--- config.mk ---
export PLATFORM = sky130hd
export DESIGN_NAME = sbh_top
export DESIGN_NICKNAME = d
export VERILOG_FILES = /design/src/hw/sbh_sync.v /design/src/hw/sbh_top.v
export VERILOG_INCLUDE_DIRS = /design/src /design/src/pkg
export SDC_FILE = /design/constraint.sdc
export NUM_CORES = 1
export LEC_CHECK = 0
export BUFFER_PORTS_ARGS = -buffer_cell sky130_fd_sc_hd__buf_4
export CAP_MARGIN = 5
export CORE_ASPECT_RATIO = 1.25
export CORE_UTILIZATION = 55
export DETAILED_ROUTE_END_ITERATION = 8
export GPL_ROUTABILITY_DRIVEN = 0
export GPL_TIMING_DRIVEN = 0
export PLACE_DENSITY = 0.76
export SKIP_CTS_REPAIR_TIMING = 1
export SLEW_MARGIN = 20
export SYNTH_ARGS = -nofsm -noshare
export SYNTH_HDL_FRONTEND = slang
export SYNTH_SLANG_ARGS = --single-unit
--- constraint.sdc ---
create_clock -name pclk -period 5.2 [get_ports pclk]
set_input_delay 0.26 -clock pclk [delete_from_list [all_inputs] [get_ports pclk]]
set_output_delay 0.26 -clock pclk [all_outputs]
set_load 0.01 [all_outputs]
--- src/pkg/sbh_defines.vh ---
// Constants for the system bus handshake and boot-mode loader block.
`ifndef SBH_DEFINES_VH
`define SBH_DEFINES_VH

// APB register byte offsets.
`define SBH_REG_CTRL      8'h00
`define SBH_REG_ADDR      8'h04
`define SBH_REG_WDATA_LO  8'h08
`define SBH_REG_WDATA_HI  8'h0C
`define SBH_REG_CMD       8'h10
`define SBH_REG_STATUS    8'h14
`define SBH_REG_RDATA_LO  8'h18
`define SBH_REG_RDATA_HI  8'h1C
`define SBH_REG_MODE      8'h20

// Control and status bit positions.
`define SBH_CTRL_GO_READ   0
`define SBH_CTRL_GO_WRITE  1
`define SBH_STAT_BUSY      0
`define SBH_STAT_MODE_DONE 1
`define SBH_STAT_RD_DONE   2
`define SBH_STAT_BAD_EXT   3
`define SBH_STAT_EXT_OWN   4

// Boot mode stream.
`define SBH_MODE_DIV        256
`define SBH_MODE_HALF       8'h7F
`define SBH_MODE_BITS       256
`define SBH_MODE_LAST       8'hFF
`define SBH_MODE_KEEP       15
`define SBH_MODE_PACE_LO    1
`define SBH_MODE_PACE_HI    4
`define SBH_MODE_MULT_LO    5
`define SBH_MODE_MULT_HI    7
`define SBH_MODE_ENDIAN     8
`define SBH_MODE_WPROT_LO   9
`define SBH_MODE_WPROT_HI   10
`define SBH_MODE_TMR_OFF    11
`define SBH_MODE_NARROW     12
`define SBH_MODE_RESET      15'h0000

// Write protocol codes.
`define SBH_WPROT_LEGACY    2'h0
`define SBH_WPROT_PIPE      2'h2
`define SBH_WPROT_REISSUE   2'h3

// Command bus: bit 8 marks a data identifier, otherwise a command.
`define SBH_CMD_DATA_BIT    8
`define SBH_CMD_LAST_BIT    7
`define SBH_CMD_NULL        9'h0C0
`define SBH_CMD_RESET       9'h000

`endif

--- src/hw/sbh_sync.v ---
// Two flip-flop synchroniser for signals arriving from outside the clock domain.
`timescale 1ns/10ps
`default_nettype none
module sbh_sync #(
  parameter WIDTH = 1,
  parameter [WIDTH-1:0] INIT = {WIDTH{1'b0}}
) (
  // Clock and reset
  input  wire             pclk,
  input  wire             presetn,
  // Data
  input  wire [WIDTH-1:0] d,
  output reg  [WIDTH-1:0] q
);
  reg [WIDTH-1:0] meta_q;

  always @(posedge pclk or negedge presetn) begin
    if (!presetn) begin
      meta_q <= INIT;
      q      <= INIT;
    end else begin
      meta_q <= d;
      q      <= meta_q;
    end
  end
endmodule
`default_nettype wire

--- src/hw/sbh_top.v ---
// System bus handshake engine with boot-time serial mode loader and APB registers.
//
// How it works
// - Ready inputs sampled before address is removed.
// - Ownership request answered by release, buses tristated.
// - Out-valid marks exactly the cycles driving valid.
// - One processor request outstanding at a time.
// - Read address, command and out-valid together.
// - Accepted read releases buses; agent returns data.
// - Re-issue: ready two cycles ago and now.
// - Pipelined: one extra write after ready drops.
// - Only read response and null accepted.
// - Mode clock is reference clock over 256.
// - After power-good, shift in 256 mode bits.
// - Mode clock keeps toggling, later bits ignored.
// - Bits 4..1 select writeback data pacing.
// - Bits 10..9 select the write protocol.
// - Bit 11 suppresses timer interrupt five.
// - Bit 12 selects 32-bit bus width.
// - Bits 7..5 give clock ratio two to eight.
// - Narrow bus splits wide data in two.
//
// Local design decisions: the placing of the registers and register access over APB.
`timescale 1ns/10ps
`default_nettype none
`include "sbh_defines.vh"
module sbh_top (
  // APB slave
  input  wire        pclk,
  input  wire        presetn,
  input  wire        psel,
  input  wire        penable,
  input  wire        pwrite,
  input  wire [7:0]  paddr,
  input  wire [31:0] pwdata,
  output reg  [31:0] prdata,
  output reg         pready,
  output reg         pslverr,
  // Handshake pins
  input  wire        read_accept_ready_n,
  input  wire        write_accept_ready_n,
  input  wire        bus_ownership_request_n,
  input  wire        in_valid_n,
  output reg         out_valid_n,
  output reg         release_n,
  // Address/data and command buses
  input  wire [63:0] addr_data_bus_in,
  output reg  [63:0] addr_data_bus_out,
  output reg         addr_data_bus_oe,
  input  wire [8:0]  command_bus_in,
  output reg  [8:0]  command_bus_out,
  output reg         command_bus_oe,
  // Boot mode serial interface
  input  wire        power_good,
  input  wire        mode_serial_in,
  output reg         mode_serial_clk,
  // Configuration and interrupt
  input  wire        timer_tick,
  output reg         timer_int5,
  output reg  [3:0]  clock_ratio
);
  localparam [2:0] S_IDLE = 3'h0, S_RD_ADDR = 3'h1, S_RD_WAIT = 3'h2,
                   S_WR_ADDR = 3'h3, S_WR_DATA = 3'h4, S_EXT = 3'h5;

  // Synchronised pins; ready and valid lines are active low on the pins.
  wire [4:0]  pins_s;
  wire [72:0] bus_s;
  wire        ser_s;
  sbh_sync #(.WIDTH(5), .INIT(5'h0F)) u_sync_ctl (
    .pclk    (pclk),
    .presetn (presetn),
    .d       ({power_good, read_accept_ready_n, write_accept_ready_n,
                bus_ownership_request_n, in_valid_n}),
    .q       (pins_s)
  );
  sbh_sync #(.WIDTH(73)) u_sync_bus (
    .pclk    (pclk),
    .presetn (presetn),
    .d       ({command_bus_in, addr_data_bus_in}),
    .q       (bus_s)
  );
  sbh_sync #(.WIDTH(1)) u_sync_ser (
    .pclk    (pclk),
    .presetn (presetn),
    .d       (mode_serial_in),
    .q       (ser_s)
  );
  wire pgood_s  = pins_s[4];
  wire rd_rdy   = ~pins_s[3];
  wire wr_rdy   = ~pins_s[2];
  wire ext_req  = ~pins_s[1];
  wire in_valid = ~pins_s[0];
  wire [63:0] ad_in  = bus_s[63:0];
  wire [8:0]  cmd_in = bus_s[72:64];

  // Boot mode loader state.
  reg        pgood_d_q;
  reg  [7:0] div_q;
  reg  [7:0] bit_idx_q;
  reg        loading_q;
  reg        mode_done_q;
  reg [14:0] shadow_q;
  reg [14:0] mode_q;

  wire pgood_rise = pgood_s & ~pgood_d_q;
  wire sample_now = (div_q == `SBH_MODE_HALF);

  always @(posedge pclk or negedge presetn) begin
    if (!presetn) begin
      pgood_d_q       <= 1'b0;
      div_q           <= 8'h00;
      mode_serial_clk <= 1'b0;
      bit_idx_q       <= 8'h00;
      loading_q       <= 1'b0;
      mode_done_q     <= 1'b0;
      shadow_q        <= `SBH_MODE_RESET;
      mode_q          <= `SBH_MODE_RESET;
    end else begin
      pgood_d_q       <= pgood_s;
      div_q           <= pgood_rise ? 8'h00 : div_q + 8'h01;
      mode_serial_clk <= pgood_rise ? 1'b0 : div_q[7];
      if (pgood_rise) begin
        // A new power-good restarts the stream at bit 0.
        bit_idx_q   <= 8'h00;
        loading_q   <= 1'b1;
        mode_done_q <= 1'b0;
      end else if (loading_q && sample_now) begin
        // One sample per divided period, taken just before its rising edge.
        if (bit_idx_q < `SBH_MODE_KEEP)
          shadow_q[bit_idx_q[3:0]] <= ser_s;
        bit_idx_q <= bit_idx_q + 8'h01;
        if (bit_idx_q == `SBH_MODE_LAST) begin
          loading_q   <= 1'b0;
          mode_done_q <= 1'b1;
          mode_q      <= shadow_q;
        end
      end
    end
  end

  // Decoded configuration.
  wire [3:0] pace_code = mode_q[`SBH_MODE_PACE_HI:`SBH_MODE_PACE_LO];
  wire [1:0] wprot     = mode_q[`SBH_MODE_WPROT_HI:`SBH_MODE_WPROT_LO];
  wire       narrow    = mode_q[`SBH_MODE_NARROW];

  // Pacing pattern: bit i set means data in slot i, length is slots per repeat.
  reg [7:0] pace_mask;
  reg [3:0] pace_len;
  always @* begin
    pace_mask = 8'h01;
    pace_len  = 4'h1;
    case (pace_code)
      4'h1: begin pace_mask = 8'h03; pace_len = 4'h3; end
      4'h2: begin pace_mask = 8'h03; pace_len = 4'h4; end
      4'h3: begin pace_mask = 8'h05; pace_len = 4'h4; end
      4'h4: begin pace_mask = 8'h03; pace_len = 4'h5; end
      4'h5: begin pace_mask = 8'h03; pace_len = 4'h6; end
      4'h6: begin pace_mask = 8'h09; pace_len = 4'h6; end
      4'h7: begin pace_mask = 8'h03; pace_len = 4'h7; end
      4'h8: begin pace_mask = 8'h11; pace_len = 4'h8; end
      default: begin pace_mask = 8'h01; pace_len = 4'h1; end
    endcase
  end

  // Software-visible request registers.
  reg [31:0] addr_q;
  reg [63:0] wdata_q;
  reg  [8:0] cmd_q;
  reg [63:0] rdata_q;
  reg        rd_done_q;
  reg        bad_ext_q;

  // Bus engine state.
  reg  [2:0] state_q;
  reg        word_q;
  reg  [2:0] slot_q;
  reg  [1:0] wr_hist_q;
  reg        pipe_credit_q;
  reg  [1:0] req_q;  // Bit 0 read pending, bit 1 write pending.

  wire apb_wr   = psel & penable & pready & pwrite;
  wire ctrl_wr  = apb_wr & (paddr == `SBH_REG_CTRL);
  wire go_read  = ctrl_wr & pwdata[`SBH_CTRL_GO_READ];
  wire go_write = ctrl_wr & pwdata[`SBH_CTRL_GO_WRITE];
  // A request still waiting for ready counts as busy, so a second go is refused.
  wire busy     = (req_q != 2'h0) | ((state_q != S_IDLE) & (state_q != S_EXT));
  wire pend_ok  = mode_done_q & ~busy;

  // Write issue test per protocol.
  wire wr_issue = (wprot == `SBH_WPROT_PIPE) ? (wr_rdy | pipe_credit_q) : wr_rdy;
  wire reissue_ok = wr_hist_q[1] & wr_rdy;
  wire last_word  = ~narrow | word_q;
  wire data_slot  = pace_mask[slot_q];

  always @(posedge pclk or negedge presetn) begin
    if (!presetn) begin
      state_q           <= S_IDLE;
      req_q             <= 2'h0;
      word_q            <= 1'b0;
      slot_q            <= 3'h0;
      wr_hist_q         <= 2'h0;
      pipe_credit_q     <= 1'b0;
      out_valid_n       <= 1'b1;
      release_n         <= 1'b1;
      addr_data_bus_out <= 64'h0000000000000000;
      addr_data_bus_oe  <= 1'b0;
      command_bus_out   <= `SBH_CMD_RESET;
      command_bus_oe    <= 1'b0;
      rdata_q           <= 64'h0000000000000000;
      rd_done_q         <= 1'b0;
      bad_ext_q         <= 1'b0;
    end else begin
      wr_hist_q <= {wr_hist_q[0], wr_rdy};
      if (wr_rdy)
        pipe_credit_q <= 1'b1;
      // Software requests are taken only when the engine is free.
      if (go_read && pend_ok)
        req_q <= 2'h1;
      else if (go_write && pend_ok)
        req_q <= 2'h2;
      // Sticky flags: a hardware set wins over a software clear.
      if (apb_wr && paddr == `SBH_REG_STATUS) begin
        if (pwdata[`SBH_STAT_RD_DONE])
          rd_done_q <= 1'b0;
        if (pwdata[`SBH_STAT_BAD_EXT])
          bad_ext_q <= 1'b0;
      end
      out_valid_n <= 1'b1;
      case (state_q)
        S_IDLE: begin
          addr_data_bus_oe <= 1'b1;
          command_bus_oe   <= 1'b1;
          release_n        <= 1'b1;
          if (ext_req) begin
            state_q          <= S_EXT;
            release_n        <= 1'b0;
            addr_data_bus_oe <= 1'b0;
            command_bus_oe   <= 1'b0;
          end else if (req_q[0] && rd_rdy) begin
            addr_data_bus_out <= {32'h00000000, addr_q};
            command_bus_out   <= cmd_q;
            out_valid_n       <= 1'b0;
            state_q           <= S_RD_ADDR;
          end else if (req_q[1] && wr_issue) begin
            if (!wr_rdy)
              pipe_credit_q <= 1'b0;
            addr_data_bus_out <= {32'h00000000, addr_q};
            command_bus_out   <= cmd_q;
            out_valid_n       <= 1'b0;
            state_q           <= S_WR_ADDR;
          end
        end
        S_RD_ADDR: begin
          // The address stays until read-ready has been seen again.
          if (rd_rdy) begin
            addr_data_bus_oe <= 1'b0;
            command_bus_oe   <= 1'b0;
            release_n        <= 1'b0;
            word_q           <= 1'b0;
            req_q            <= 2'h0;
            state_q          <= S_RD_WAIT;
          end else begin
            out_valid_n <= 1'b0;
          end
        end
        S_RD_WAIT: begin
          // Only the agent's valid cycles on the released buses are looked at.
          if (in_valid) begin
            if (cmd_in[`SBH_CMD_DATA_BIT]) begin
              if (narrow && word_q)
                rdata_q[63:32] <= ad_in[31:0];
              else
                rdata_q <= narrow ? {rdata_q[63:32], ad_in[31:0]} : ad_in;
              word_q <= ~word_q;
              if (last_word) begin
                rd_done_q <= 1'b1;
                release_n <= 1'b1;
                state_q   <= S_IDLE;
              end
            end else if (cmd_in != `SBH_CMD_NULL) begin
              bad_ext_q <= 1'b1;
            end
          end
        end
        S_WR_ADDR: begin
          if (wprot == `SBH_WPROT_REISSUE && !reissue_ok) begin
            out_valid_n <= 1'b0;
          end else if (wprot == `SBH_WPROT_LEGACY && !wr_rdy) begin
            out_valid_n <= 1'b0;
          end else begin
            word_q  <= 1'b0;
            slot_q  <= 3'h0;
            state_q <= S_WR_DATA;
          end
        end
        S_WR_DATA: begin
          // Idle slots of the pacing pattern leave out-valid high.
          slot_q <= (slot_q == pace_len - 4'h1) ? 3'h0 : slot_q + 3'h1;
          if (data_slot) begin
            addr_data_bus_out <= (narrow && word_q) ? {32'h00000000, wdata_q[63:32]} :
                                 narrow ? {32'h00000000, wdata_q[31:0]} : wdata_q;
            command_bus_out   <= last_word ? (9'h100 | 9'h080) : 9'h100;
            out_valid_n       <= 1'b0;
            word_q            <= ~word_q;
            if (last_word) begin
              req_q   <= 2'h0;
              state_q <= S_IDLE;
            end
          end
        end
        S_EXT: begin
          if (!ext_req) begin
            release_n <= 1'b1;
            state_q   <= S_IDLE;
          end
        end
        default: state_q <= S_IDLE;
      endcase
    end
  end

  // Configuration outputs.
  always @(posedge pclk or negedge presetn) begin
    if (!presetn) begin
      timer_int5  <= 1'b0;
      clock_ratio <= 4'h2;
    end else begin
      timer_int5  <= timer_tick & ~mode_q[`SBH_MODE_TMR_OFF];
      clock_ratio <= (mode_q[7:5] == 3'h7) ? 4'h2 : {1'b0, mode_q[7:5]} + 4'h2;
    end
  end

  // APB: answer in the second access cycle, reads from registered data.
  reg [31:0] rd_mux;
  reg        hit;
  always @* begin
    rd_mux = 32'h00000000;
    hit    = 1'b1;
    case (paddr)
      `SBH_REG_CTRL:     rd_mux = {31'h00000000, busy};
      `SBH_REG_ADDR:     rd_mux = addr_q;
      `SBH_REG_WDATA_LO: rd_mux = wdata_q[31:0];
      `SBH_REG_WDATA_HI: rd_mux = wdata_q[63:32];
      `SBH_REG_CMD:      rd_mux = {23'h000000, cmd_q};
      `SBH_REG_STATUS:   rd_mux = {27'h0000000, state_q == S_EXT, bad_ext_q, rd_done_q, mode_done_q, busy};
      `SBH_REG_RDATA_LO: rd_mux = rdata_q[31:0];
      `SBH_REG_RDATA_HI: rd_mux = rdata_q[63:32];
      `SBH_REG_MODE:     rd_mux = {17'h00000, mode_q};
      default:           hit    = 1'b0;
    endcase
  end

  always @(posedge pclk or negedge presetn) begin
    if (!presetn) begin
      pready  <= 1'b0;
      pslverr <= 1'b0;
      prdata  <= 32'h00000000;
      addr_q  <= 32'h00000000;
      wdata_q <= 64'h0000000000000000;
      cmd_q   <= `SBH_CMD_RESET;
    end else begin
      pready  <= psel & penable & ~pready;
      pslverr <= psel & penable & ~pready & ~hit;
      if (psel && penable && !pready)
        prdata <= pwrite ? 32'h00000000 : rd_mux;
      if (apb_wr) begin
        case (paddr)
          `SBH_REG_ADDR:     addr_q         <= pwdata;
          `SBH_REG_WDATA_LO: wdata_q[31:0]  <= pwdata;
          `SBH_REG_WDATA_HI: wdata_q[63:32] <= pwdata;
          `SBH_REG_CMD:      cmd_q          <= pwdata[8:0];
          default:           cmd_q          <= cmd_q;
        endcase
      end
    end
  end
endmodule
`default_nettype wire

==> impl_metrics.py <==
metrics = {
    "run_status": {
        "outcome": "complete, no violations",
    },
    "clock_network": {
        "cts_root_buf": "clkbuf_16",
        "clk_latency_ps": 570,
        "numCtsBuffers": 48,
        "clkTransAtPathRegs_ps": 70,
        "cts_max_path_buffers": 3,
        "cts_tree": "done",
        "cts_sinks": 506,
        "htreeDepth": 2,
    },
    "sta": {
        "setup_viol": 0,
        "fin_ws_ps": 2090,
        "fmax_mhz": 322,
        "post-route-min-period_ps": 3110,
        "fin_crit_sh_pct": 59.8,
        "max_slew_margin_pct": 22.6,
        "tightest_slew_ps": 1160,
        "hold_slack_ps": 15.0,
        "fin_skew_ps": 20.4,
        "rsz0062_at_grt": "false",
        "hold_violations": 0,
        "maxSlewViolCount": 0,
    },
    "place": {
        "pre_cts_slack_ps": 2270,
        "port_buffers": 241,
        "dpl.cell_count": 2387,
        "dp_hpwl_mm": 38.8,
    },
    "routing": {
        "totalWireLength_mm": 57.4,
        "drc": 0,
        "drtIter0Drc": 1430,
        "drt_pass1_iterations": 6,
        "routed-via-count": 15222,
        "via_per_inst": 5.89,
        "ant_nets": 0,
        "wl_per_cell_um": 22.2,
    },
    "yosys": {
        "synthFlopType": "dfrtp_1",
        "avgSynthCellArea_um2": 12.2,
        "ys_seq_area_share_pct": 62.7,
        "syn_nets": 1798,
        "postSynthCellCount": 1661,
        "netlist_area_um2": 20200,
        "ys_types": 68,
        "synthArstFlopShare_pct": 100,
        "synth_edf_count": 0,
        "yosys_warnings": 0,
        "synth-seq-cells": 506,
    },
    "worst_setup_path": {
        "cp-startpoint": "mode_q[1]$_DFFE_PN0P_",
        "worst_setup_path_end_kind": "flip-flop",
        "cp.required_ps": 5570,
        "cp_slowest_cell": "clkbuf_1",
        "crit_path_start_kind": "flip-flop",
        "path_buf_inv": 3,
        "cpPeakStageDelay_ps": 570,
        "worstPathArrival_ps": 3480,
        "path_cells": "inv_1 -> ha_1 -> and3_1 -> o21ai_0 -> a22oi_2 -> a21oi_1 -> buf_2 -> clkbuf_1 -> o21ai_0",
        "cpLargestDelayFamily": "compound AO/OA/AOI/OAI gates",
        "path_common_cell": "o21ai_0",
        "critical_path_class": "flip-flop to flip-flop",
        "cp_max_fo": 10,
        "r2r_start": "mode_q[1]$_DFFE_PN0P_",
    },
    "die": {
        "floorplan.initialDensity_pct": 55.7,
        "die_h_um": 216,
        "die_width_um": 174,
        "dieArea_um2": 37600,
        "fp.coreArea_um2": 36300,
        "rows": 78,
        "ios": 242,
    },
    "job": {
        "max_cap_viol_count": 0,
    },
    "power": {
        "power.density_nw_per_um2": 379,
        "p_total_uw": 9680,
        "peakVddDrop_mv": 0.235,
        "leakage_uw": 0.0117,
    },
    "cells_and_area": {
        "syn_to_final_growth_pct": 26.5,
        "fin_cells": 2585,
        "diodes": 0,
        "drive_above_1_share_pct": 26.7,
        "final_nets": 2205,
    },
    "global_routing": {
        "antenna_found_initial": 0,
        "grt_pass1_wl_mm": 85.1,
        "grt_pass1_vias": 14932,
        "grt_max_degree": 103,
        "grt_remaining_overflow": 0,
        "grt_use_total_pct": 29.7,
    },
    "min_path": {
        "hp-class": "primary input to flip-flop",
        "min_from": "pwdata[0]",
    },
}
-- area by class of cell --
class | instances | area (um^2)
flip-flops and latches | 506 | 12700
fillers | 2525 | 10700
multi-input cells | 1045 | 7070
repair buffers | 357 | 3070
clock buffers | 65 | 1370
well taps | 480 | 601
plain buffers | 98 | 437
clock inverters | 22 | 319
inverters | 12 | 45.0
-- metrics by stage --
stage | utilization, % | setup TNS [ps] | instance area (um^2)
final | 70.5 | 0 | 25600
after global routing | 70.5 | 0 | 25600
after CTS | 67.4 | 0 | 24500
after detailed placement | 62.8 | 0 | 22800
after global placement | 62.4 | -512260 | 22600
after floorplan | - | 0 | 20200
-- metal layers --
| layer | part of all wire, % | vias to the layer above | track usage [%] |
|---|---|---|---|
| met5 | 0 | - | 0 |
| met4 | 4.8 | 0 | 14.9 |
| met3 | 7.8 | 198 | 6.37 |
| met2 | 49 | 789 | 48.1 |
| met1 | 38 | 7591 | 38.0 |
| li1 | - | 6644 | - |
-- power by group --
part	switching (uW)	internal, uW	total, uW
Combinational	829	553	1380
Sequential	248	4310	4560
Clock	1500	2240	3740
Total	2580	7110	9680
-- flip-flops by register name (all words and copies together) (netlist names), 15 cells and up --
signal and count:
u_sync_bus.meta_q 73, u_sync_bus.q 73, addr_data_bus_out 64, rdata_q 64, wdata_q 64, addr_q 32, prdata 32, mode_q 15
shadow_q 15
-- kinds of logic after synthesis --
group / Yosys count / share of synthesized area, %
AOI/OAI and AO/OA: 324 / 9.25
buffers and inverters: 110 / 2.38
adders and majority gates: 12 / 0.742
muxes: 236 / 13.9
xor gates and xnor gates: 16 / 0.693
DFF: 506 / 62.7
and+or+nand+nor: 457 / 10.4
-- path summary, 6_finish.rpt --
check                           slack [ps]  cells past startpoint                                end
max in group asynchronous             3260                      5           clock_ratio[1]$_DFF_PN1_
worst min-delay path                    20                      2             wdata_q[0]$_DFFE_PN0P_
worst max-delay path                  2090                      9  addr_data_bus_out[20]$_DFFE_PN0P_
min in group asynchronous              220                      2         u_sync_bus.q[25]$_DFF_PN0_
worst min register to register         340                      0         u_sync_bus.q[39]$_DFF_PN0_
worst max register to register        2090                      9  addr_data_bus_out[20]$_DFFE_PN0P_
-- worst register-to-register path, cell delays in order, from the launching register on --
cell      delay (ps)
dfrtp_1          430
inv_1            120
ha_1             200
and3_1           130
o21ai_0          230
a22oi_2          190
a21oi_1          420
buf_2            320
clkbuf_1         570
o21ai_0          300
-- synth_stat cells, drive strengths merged, types with 11 or more instances --
cell type | number | area (um^2)
nand2 | 215 | 807
ha | 12 | 150
dfrtp | 495 | 12400
inv | 12 | 45.0
mux2 | 169 | 1920
nand3 | 49 | 250
nor3 | 19 | 105
a21oi | 111 | 556
nor2 | 98 | 385
buf | 41 | 223
nor2b | 14 | 87.6
clkbuf | 57 | 214
o21ai | 123 | 616
a22oi | 34 | 260
mux2i | 50 | 500
dfstp | 11 | 289
mux4 | 17 | 383
-- cells in the final DEF, fill, tap and decap left out, drive strengths merged, types with 49 or more instances in the layout --
master,instances
dlygate4sd3,111
buf,287
mux2i,50
nor2,98
clkbuf,122
dfrtp,495
nand2,215
o21ai,123
mux2,169
a21oi,111
nand3,49
Power figures use the tool's default switching activity.
